===== src/sdli_pkg.sv =====
// package: shared constants of the serial converter load link
package sdli_pkg;
  localparam int SDLI_BYTE_BITS = 8;
  localparam int SDLI_BYTES = 2;
  localparam int SDLI_CODE_BITS = 12;
  localparam int SDLI_CLK_DIV = 4;
  localparam logic [11:0] SDLI_ZERO_CODE = 12'h000;
  localparam logic [15:0] SDLI_WORD_RST = 16'h0000;
endpackage : sdli_pkg

===== src/sdli_if.sv =====
// interface: the wires between host and converter
`timescale 1ns/1ns
interface sdli_if;
  logic sclk;
  logic serial_data_in;
  logic host_select_line;
  logic host_load_line;
  logic host_clear_line;
  modport host (
    output sclk,
    output serial_data_in,
    output host_select_line,
    output host_load_line,
    output host_clear_line
  );
  modport device (
    input sclk,
    input serial_data_in,
    input host_select_line,
    input host_load_line,
    input host_clear_line
  );
endinterface : sdli_if


===== src/sdli_host.sv =====
// module: host end, drives select, clock, data, load and clear
`timescale 1ns/1ns
module sdli_host
  import sdli_pkg::*;
#(
  parameter int DIV = SDLI_CLK_DIV
) (
  input wire logic clock,
  input wire logic sys_rst,
  sdli_if.host link,
  input wire logic send_req,
  input wire logic [15:0] send_word,
  input wire logic load_req,
  input wire logic clear_req,
  output logic busy
);
  // fall, rise and end check need three distinct counts in one period
  if (DIV < 4 || DIV > 255 || DIV % 2 != 0) begin : g_bad_div
    $error("sdli_host: DIV out of range");
  end

  // ************************************************
  // state
  // ************************************************
  typedef enum logic [3:0] {
    SDLI_IDLE = 4'b0001,
    SDLI_SHIFT = 4'b0010,
    SDLI_LOAD = 4'b0100,
    SDLI_CLEAR = 4'b1000
  } sdli_state_t;
  localparam int BITS = SDLI_BYTE_BITS * SDLI_BYTES;

  sdli_state_t state_ff;
  logic [7:0] div_ff;
  logic [4:0] bit_ff;
  logic [15:0] word_ff;
  logic sclk_ff;
  logic sel_ff;
  logic load_ff;
  logic clear_ff;
  logic sdo_ff;

  wire div_end = (div_ff == 8'(DIV - 1));
  wire last_bit = (bit_ff == 5'(BITS));
  wire idle = (state_ff == SDLI_IDLE);

  // ************************************************
  // sequencer
  // ************************************************
  always_ff @(posedge clock) begin
    if (sys_rst) begin
      state_ff <= SDLI_IDLE;
      div_ff <= 8'h00;
      bit_ff <= 5'h00;
      word_ff <= SDLI_WORD_RST;
      sclk_ff <= 1'b1;
      sel_ff <= 1'b1;
      load_ff <= 1'b1;
      clear_ff <= 1'b1;
      sdo_ff <= 1'b0;
    end else begin
      div_ff <= (idle || div_end) ? 8'h00 : div_ff + 8'h01;
      case (state_ff)
        SDLI_IDLE: begin
          if (clear_req) begin
            clear_ff <= 1'b0;
            state_ff <= SDLI_CLEAR;
          end else if (load_req) begin
            load_ff <= 1'b0;
            state_ff <= SDLI_LOAD;
          end else if (send_req) begin
            // select falls a full sclk period before the first bit
            sel_ff <= 1'b0;
            word_ff <= send_word;
            bit_ff <= 5'h00;
            state_ff <= SDLI_SHIFT;
          end
        end
        SDLI_SHIFT: begin
          // data moves on the fall, so it stands through the next rise
          if (div_end) begin
            sclk_ff <= 1'b0;
            sdo_ff <= word_ff[15];
            word_ff <= {word_ff[14:0], 1'b0};
          end else if (div_ff == 8'(DIV / 2 - 1) && !sclk_ff) begin
            sclk_ff <= 1'b1;
            bit_ff <= bit_ff + 5'h01;
          end else if (div_ff == 8'(DIV - 2) && last_bit) begin
            // clock already high here, so select may rise safely
            sel_ff <= 1'b1;
            state_ff <= SDLI_IDLE;
          end
        end
        SDLI_LOAD: begin
          if (div_end) begin
            load_ff <= 1'b1;
            state_ff <= SDLI_IDLE;
          end
        end
        SDLI_CLEAR: begin
          if (div_end) begin
            clear_ff <= 1'b1;
            state_ff <= SDLI_IDLE;
          end
        end
        default: begin
          state_ff <= SDLI_IDLE;
        end
      endcase
    end
  end

  assign link.sclk = sclk_ff;
  assign link.serial_data_in = sdo_ff;
  assign link.host_select_line = sel_ff;
  assign link.host_load_line = load_ff;
  assign link.host_clear_line = clear_ff;
  assign busy = ~idle;
endmodule : sdli_host


===== src/flat_wrapper.sv =====
// flat-port wrapper written by rule: the top's interface ports become plain ports
module sdli_host_flat import sdli_pkg::*;
#(
  parameter int DIV = SDLI_CLK_DIV
)
  (clock, sys_rst, send_req, send_word, load_req, clear_req, busy, link_sclk, link_serial_data_in, link_host_select_line, link_host_load_line, link_host_clear_line);
  sdli_if link_i ();
  input wire logic clock;
  input wire logic sys_rst;
  input wire logic send_req;
  input wire logic [15:0] send_word;
  input wire logic load_req;
  input wire logic clear_req;
  output logic busy;
  output wire logic [$bits(link_i.sclk)-1:0] link_sclk;
  output wire logic [$bits(link_i.serial_data_in)-1:0] link_serial_data_in;
  output wire logic [$bits(link_i.host_select_line)-1:0] link_host_select_line;
  output wire logic [$bits(link_i.host_load_line)-1:0] link_host_load_line;
  output wire logic [$bits(link_i.host_clear_line)-1:0] link_host_clear_line;
  assign link_sclk = link_i.sclk;
  assign link_serial_data_in = link_i.serial_data_in;
  assign link_host_select_line = link_i.host_select_line;
  assign link_host_load_line = link_i.host_load_line;
  assign link_host_clear_line = link_i.host_clear_line;
  sdli_host #(.DIV(DIV)) u_core (.clock(clock), .sys_rst(sys_rst), .link(link_i), .send_req(send_req), .send_word(send_word), .load_req(load_req), .clear_req(clear_req), .busy(busy));
endmodule

===== config.mk =====
export PLATFORM = sky130hd
export DESIGN_NAME = sdli_host_flat
export DESIGN_NICKNAME = d
export VERILOG_FILES = /design/src/sdli_pkg.sv /design/src/sdli_if.sv /design/src/sdli_host.sv /design/src/flat_wrapper.sv
export SDC_FILE = /design/constraint.sdc
export NUM_CORES = 1
export LEC_CHECK = 0
export BUFFER_PORTS_ARGS = -buffer_cell sky130_fd_sc_hd__buf_2
export CAP_MARGIN = 40
export CORE_MARGIN = 5
export CORE_UTILIZATION = 45
export CTS_BUF_LIST = sky130_fd_sc_hd__clkbuf_4
export DETAILED_ROUTE_END_ITERATION = 6
export PLACE_DENSITY = 0.65
export SLEW_MARGIN = 10
export SYNTH_ARGS = -nofsm -noshare
export SYNTH_HDL_FRONTEND = slang
export SYNTH_SLANG_ARGS = --single-unit

===== constraint.sdc =====
create_clock -name clock -period 2.03 [get_ports clock]
set_input_delay 0.406 -clock clock [delete_from_list [all_inputs] [get_ports clock]]
set_output_delay 0.406 -clock clock [all_outputs]
set_load 0.01 [all_outputs]

== Yosys cells after proc, flatten, opt, wreduce, memory -nomap -nowiden ==
Cells that the tools add are included.

* Flip-flop bits (word level): 38
* Input bits: 21
* Output and inout bits: 6
* Logic and storage cells: 86

* Add/sub/neg operators: 2
* Eq/ne operators: 22
* Muxes and demuxes: 34
* Bitwise gates (word level): 1
* Reduce and logical (&&, ||, !) cells: 18

{| class="wikitable"
|+ Operator list
! operator !! number
|-
| 16-bit 2-to-1 mux || 4
|-
| 16-bit case mux with 2 select lines || 1
|-
| 4-bit 2-to-1 mux || 7
|-
| 5-bit 2-to-1 mux || 5
|-
| 8-bit by 2-bit equality test with 1-bit output (second input constant) || 2
|-
| 2-bit != test (second input constant) || 7
|-
| 1-bit 2-to-1 mux || 12
|-
| 2-bit by 1-bit != test with 1-bit output (second input constant) || 6
|-
| 4-bit case mux with 3 select lines || 1
|-
| 5-bit case mux with 2 select lines || 1
|-
| 5-bit AND reduction || 2
|-
| 8-bit by 1-bit adder with 8-bit output (second input constant) || 1
|-
| 8-bit by 1-bit equality test with 1-bit output (second input constant) || 1
|-
| 2-bit nonzero test || 4
|-
| 7-bit AND reduction || 1
|-
| 1-bit case mux with 2 select lines || 3
|-
| 6-bit AND reduction || 1
|-
| 5-bit by 1-bit adder with 5-bit output (second input constant) || 1
|-
| 5-bit equality test (second input constant) || 1
|-
| 4-bit by 1-bit equality test with 1-bit output (second input constant) || 1
|-
| 4-bit by 2-bit equality test with 1-bit output (second input constant) || 1
|-
| 4-bit by 3-bit equality test with 1-bit output (second input constant) || 1
|-
| 4-bit equality test (second input constant) || 1
|-
| 4-bit != test (second input constant) || 1
|-
| 8 further kinds || 11
|}

== Depth between registers and ports, before layout ==
* Depth in word-level cells: 6
* Gate-level depth with buffers: 8

== Worst setup path after synthesis ==
OpenSTA, ideal clock, no wires.

* Path kind: flip-flop to flip-flop
* Start: reg u_core.div_ff[0]
* End: reg u_core.word_ff[1]
* Library setup time: 138 ps
* Arrival time: 1677 ps
* Data required time: 1892 ps
* Slack: 215 ps
* Cell stages (with the launch flop): 8
* Path buffers: 2
* Clock period less this slack: 1815 ps
* Cells stage by stage: dfxtp_1 ha_1 buf_4 nor3b_1 nand3_1 nand2_1 buf_4 a211oi_1

* Longest elaborated chain between the ends: 3

{| class="wikitable"
|+ RTL lines
! item !! RTL line !! RTL
|-
| start, declared || sdli_host.sv:34 || <nowiki>logic [7:0] div_ff;</nowiki>
|-
| start signal, assigned || sdli_host.sv:62 || <nowiki>div_ff <= (idle || div_end) ? 8'h00 : div_ff + 8'h01;</nowiki>
|-
| 8-bit by 2-bit equality test with 1-bit output || sdli_host.sv:43 || <nowiki>wire div_end = (div_ff == 8'(DIV - 1));</nowiki>
|-
| 2-bit by 1-bit != test with 1-bit output (no source line) || - ||
|-
| 5-bit AND reduction (no source line) || - ||
|-
| end signal, assigned || sdli_host.sv:74 || <nowiki>word_ff <= send_word;</nowiki>
|-
| end signal, assigned || sdli_host.sv:84 || <nowiki>word_ff <= {word_ff[14:0], 1'b0};</nowiki>
|-
| end, declared || sdli_host.sv:36 || <nowiki>logic [15:0] word_ff;</nowiki>
|}

No other way between the ends.
A chain may end at the register's enable or synchronous reset.

== Worst setup path after layout ==
* Start: reg u_core.state_ff[2]
* End: out busy

* Longest elaborated chain between the ends: 2

{| class="wikitable"
|+ RTL lines
! item !! RTL line !! RTL
|-
| start, declared || sdli_host.sv:33 || <nowiki>sdli_state_t state_ff;</nowiki>
|-
| start signal, assigned || sdli_host.sv:52 || <nowiki>state_ff <= SDLI_IDLE;</nowiki>
|-
| start signal, assigned || sdli_host.sv:67 || <nowiki>state_ff <= SDLI_CLEAR;</nowiki>
|-
| start signal, assigned || sdli_host.sv:70 || <nowiki>state_ff <= SDLI_LOAD;</nowiki>
|-
| 4-bit by 1-bit equality test with 1-bit output || sdli_host.sv:45 || <nowiki>wire idle = (state_ff == SDLI_IDLE);</nowiki>
|-
| 1-bit inverter || sdli_host.sv:118 || <nowiki>assign busy = ~idle;</nowiki>
|-
| end, declared || flat_wrapper.sv:14 || <nowiki>output logic busy;</nowiki>
|}

No other way between the ends.

==> qor.csv <==
stage;metric;value;unit
outcome;outcome;finished clean;
global_routing;largest net degree at the start of global routing;18;
setup_path;crit start category;flip-flop;
setup_path;slowest stage delay, CP;410;ps
synth;Yosys reg bits;38;
global_routing;total grt overflow;0;
timing;relative slew slack;0.716;
synth;Most used DFF post-synth;dfxtp_1;
route;met3 WL;164;um
route;post-DR vias/cell;5.49;
pwr;Comb power frac;0.153;
worst_hold_path;HP Start;send_word[0];
synth;synth warn;0;
setup_path;reg2reg setup slack;230;ps
global_routing;first-pass GRT wire length;6580;um
route;WL final;3870;um
clocking;clock latency on the worst-skew pair;340;ps
pwr;P per Cell Area;711;nW/um^2
setup_path;capture point of the worst reg-to-reg path;u_core.word_ff[14]$_SDFFE_PP0P_;
global_routing;initial antenna violation count;0;
synth;cell taking the most area after synthesis;dfxtp_1;
synth;register area share after synthesis;0.401;
clocking;root buffer cell;clkbuf_4;
floorplan;row cnt;23;
setup_path;CP Cell Sequence;nor4b_4 -> buf_4 -> inv_1 -> buf_2;
setup_path;slowest cell on the critical path;dfxtp_1;
pwr;part of the power in registers;0.534;
synth;Netlist cell types;42;
clocking;hold-fix buffers at CTS;0;
route;top routing layer in use;met4;
route;Iter 0 DRT Violations;91;
worst_hold_path;Hold/Removal Path Class;in2reg;
run;Maximum Capacitance Violations;0;
timing;f_max;534;MHz
worst_hold_path;hold path depth;3;
final_layout;post-route cell area;2160;um^2
setup_path;crit path DAT;1470;ps
synth;FFs w/ async S/R, synth;0;
route;drt wl/cell;14.1;um
route;WL met2;1880;um
setup_path;CP endpoint kind;output port;
timing;skew final;10.3;ps
setup_path;R2R Path Start;u_core.state_ff[2]$_SDFFE_PP0P_;
clocking;CTS Sinks;38;
clocking;CTS tree;built;
floorplan;Starting Density;0.470;
clocking;CTS Buf Count;5;
synth;share of the synthesized area in the top cell type;0.401;
global_routing;Total GRT Usage;0.153;
timing;Final Setup Violations;0;
global_routing;vias in the first global route;1451;
route;Remaining DRCs;0;
setup_path;critical path type;reg2out;
placed_design;routability cong.;0.783;
clocking;clock-pin slew on the worst setup and hold paths;110;ps
final_layout;ANT cells;0;
floorplan;CORE AREA;4030;um^2
setup_path;largest fanout on the critical path;7;
synth;Synth area leaders;dfxtp_1 (40%), mux2i_1 (7.9%), a211oi_2 (5.9%);
pwr;maximum vdd drop;0.000453;V
final_layout;Layout Nets;251;
clocking;# H-tree levels;2;
synth;Cells after Synth;194;
placed_design;Detailed Place HPWL;2780;um
synth;number of synthesized flops with an enable pin;0;
timing;Final Cycle Share;0.923;
placed_design;port bufs;26;
pwr;Net Switching;388;uW
final_layout;area delta synth->final;14.1;%
timing;Final Hold Viols;0;
floorplan;die width;74.9;um
setup_path;WP data required;1620;ps
final_layout;layout cells sized above 1;0.262;
floorplan;die area;5610;um^2
floorplan;I/O pin count;27;
route;via count;1510;
timing;slew at the pin with the worst max-slew slack;424;ps
setup_path;Reg2Reg Depth;4;
synth;Net Count, Synth;220;
route;Final ANT Viol Nets;0;
final_layout;most frequent cells in the layout;dfxtp_1 (38), buf_2 (26), nor3_1 (17);
pwr;sw frac;0.253;
placed_design;instance area after placement;2080;um^2
timing;Fin Setup TNS;0;ps
worst_hold_path;hold endpoint;u_core.word_ff[0]$_SDFFE_PP0P_;
final_layout;commonest non-fill, non-tap cell in the layout;dfxtp_1;
timing;Final Slew Violations;0;
timing;RSZ-0062 raised after global routing;false;
pwr;leakage;0.923;nW
floorplan;Die Height;74.9;um
route;Pre-Repair DR Iteration Count;4;
clocking;clk buf depth;2;
timing;shortest period the worst path allows;1870;ps
pwr;internal power;1.15;mW
synth;Post-Syn Area;1900;um^2
pwr;clock network power share;0.313;
synth;Mean Syn Cell Area;9.77;um^2
route;WL met1;1780;um
[layout make-up]
class | count | area (um^2)
Clock inverter | 2 | 33.8
Sequential cell | 38 | 761
Fill cell | 381 | 1870
Timing Repair Buffer | 35 | 210
Tap cell | 50 | 62.6
Multi-Input combinational cell | 138 | 1030
Inverter | 7 | 26.3
Clock buffer | 5 | 37.5
[logic make-up (layout without fill, tap and decap cells)]
family / count (synthesis) / in the layout / synth area share
flip-flops: 38 / 38 / 0.401
multiplexers: 15 / 15 / 0.0792
XOR/XNOR: 7 / 7 / 0.0323
AO/OA/AOI/OAI: 42 / 42 / 0.183
AND/OR/NAND/NOR: 69 / 69 / 0.211
adder cells (fa/ha/maj): 5 / 5 / 0.0330
buffers and inverters: 18 / 49 / 0.0594
[worst max-delay path: cells and delay by family (launching register included)]
family        cells  cell delay (ps)
flops             1              410
simple gates      1              360
buf+inv           3              360
[flip-flops by register name, indices dropped and copies added (netlist names)]
register / cells
u_core.bit_ff: 5
u_core.state_ff: 4
u_core.link.host_select_line: 1
u_core.link.host_load_line: 1
u_core.link.host_clear_line: 1
u_core.div_ff: 8
u_core.link.sclk: 1
u_core.word_ff: 16
u_core.link.serial_data_in: 1
[power by group through the flow]
| stage | sequential (mW) | clock, mW | combinational [mW] |
|---|---|---|---|
| finish | 0.821 | 0.480 | 0.235 |
| global route | 0.828 | 0.538 | 0.262 |
| CTS | 0.820 | 0.500 | 0.234 |
| detailed placement | 0.836 | 0 | 0.234 |
| global placement | 0.836 | 0 | 0.232 |
| floorplan | 0.831 | 0 | 0.160 |
[how the worst max path moves through the flow]
stage / from / endpoint / depth (start not counted) / slack, ps
3_3_place_gp: u_core.state_ff[2]$_SDFFE_PP0P_ / u_core.bit_ff[3]$_SDFFE_PP0P_ / 4 / 310
4_1_cts: u_core.state_ff[2]$_SDFFE_PP0P_ / busy / 4 / 60
3_5_place_dp: u_core.state_ff[2]$_SDFFE_PP0P_ / u_core.bit_ff[4]$_SDFFE_PP0P_ / 4 / 260
6_report: u_core.state_ff[2]$_SDFFE_PP0P_ / busy / 4 / 160
5_1_grt: u_core.state_ff[2]$_SDFFE_PP0P_ / busy / 4 / 60
2_1_floorplan: u_core.div_ff[0]$_SDFF_PP0_ / u_core.word_ff[1]$_SDFFE_PP0P_ / 7 / 210
[synthesized netlist by cell type, types with 2 or more instances]
library cell / count
dfxtp_1: 38
nand2_1: 8
ha_1: 5
a211o_1: 2
nand3_1: 9
nor2_1: 13
buf_6: 4
o31ai_1: 2
a211oi_1: 7
buf_4: 4
xor2_1: 5
nor3_1: 17
inv_1: 7
nor3b_1: 2
o21ai_1: 3
a31oi_1: 4
o21bai_1: 2
nor4b_2: 2
and2_1: 2
a21oi_1: 5
nor4b_1: 2
a211oi_2: 9
a41oi_1: 2
and3_1: 4
mux2i_1: 15
xnor2_1: 2
clkbuf_1: 3
and4_1: 2
[through the flow]
stage               utilization  hold WS, ps  worst slack [ps]  power (mW)  cells
finish                    0.537          307               157        1.54    275
global route              0.537          302              57.7        1.63    275
CTS                       0.534          297              59.4        1.55    275
detailed placement        0.517          446               260        1.07    268
global placement          0.517          446               312        1.07    268
floorplan                     -          433               215       0.992    194
[timing repair]
item                                    CTS  global route
setup buffers                             0             0
endpoints found under the setup margin    0             1
resized for setup                         0             1
[per-layer routing]
| layer | vias to the layer above | global-route usage |
|---|---|---|
| met5 | - | 0 |
| met4 | 0 | 0.0593 |
| met3 | 4 | 0.0360 |
| met2 | 24 | 0.256 |
| met1 | 703 | 0.189 |
| li1 | 779 | - |
(Power assumes the default switching activity.)
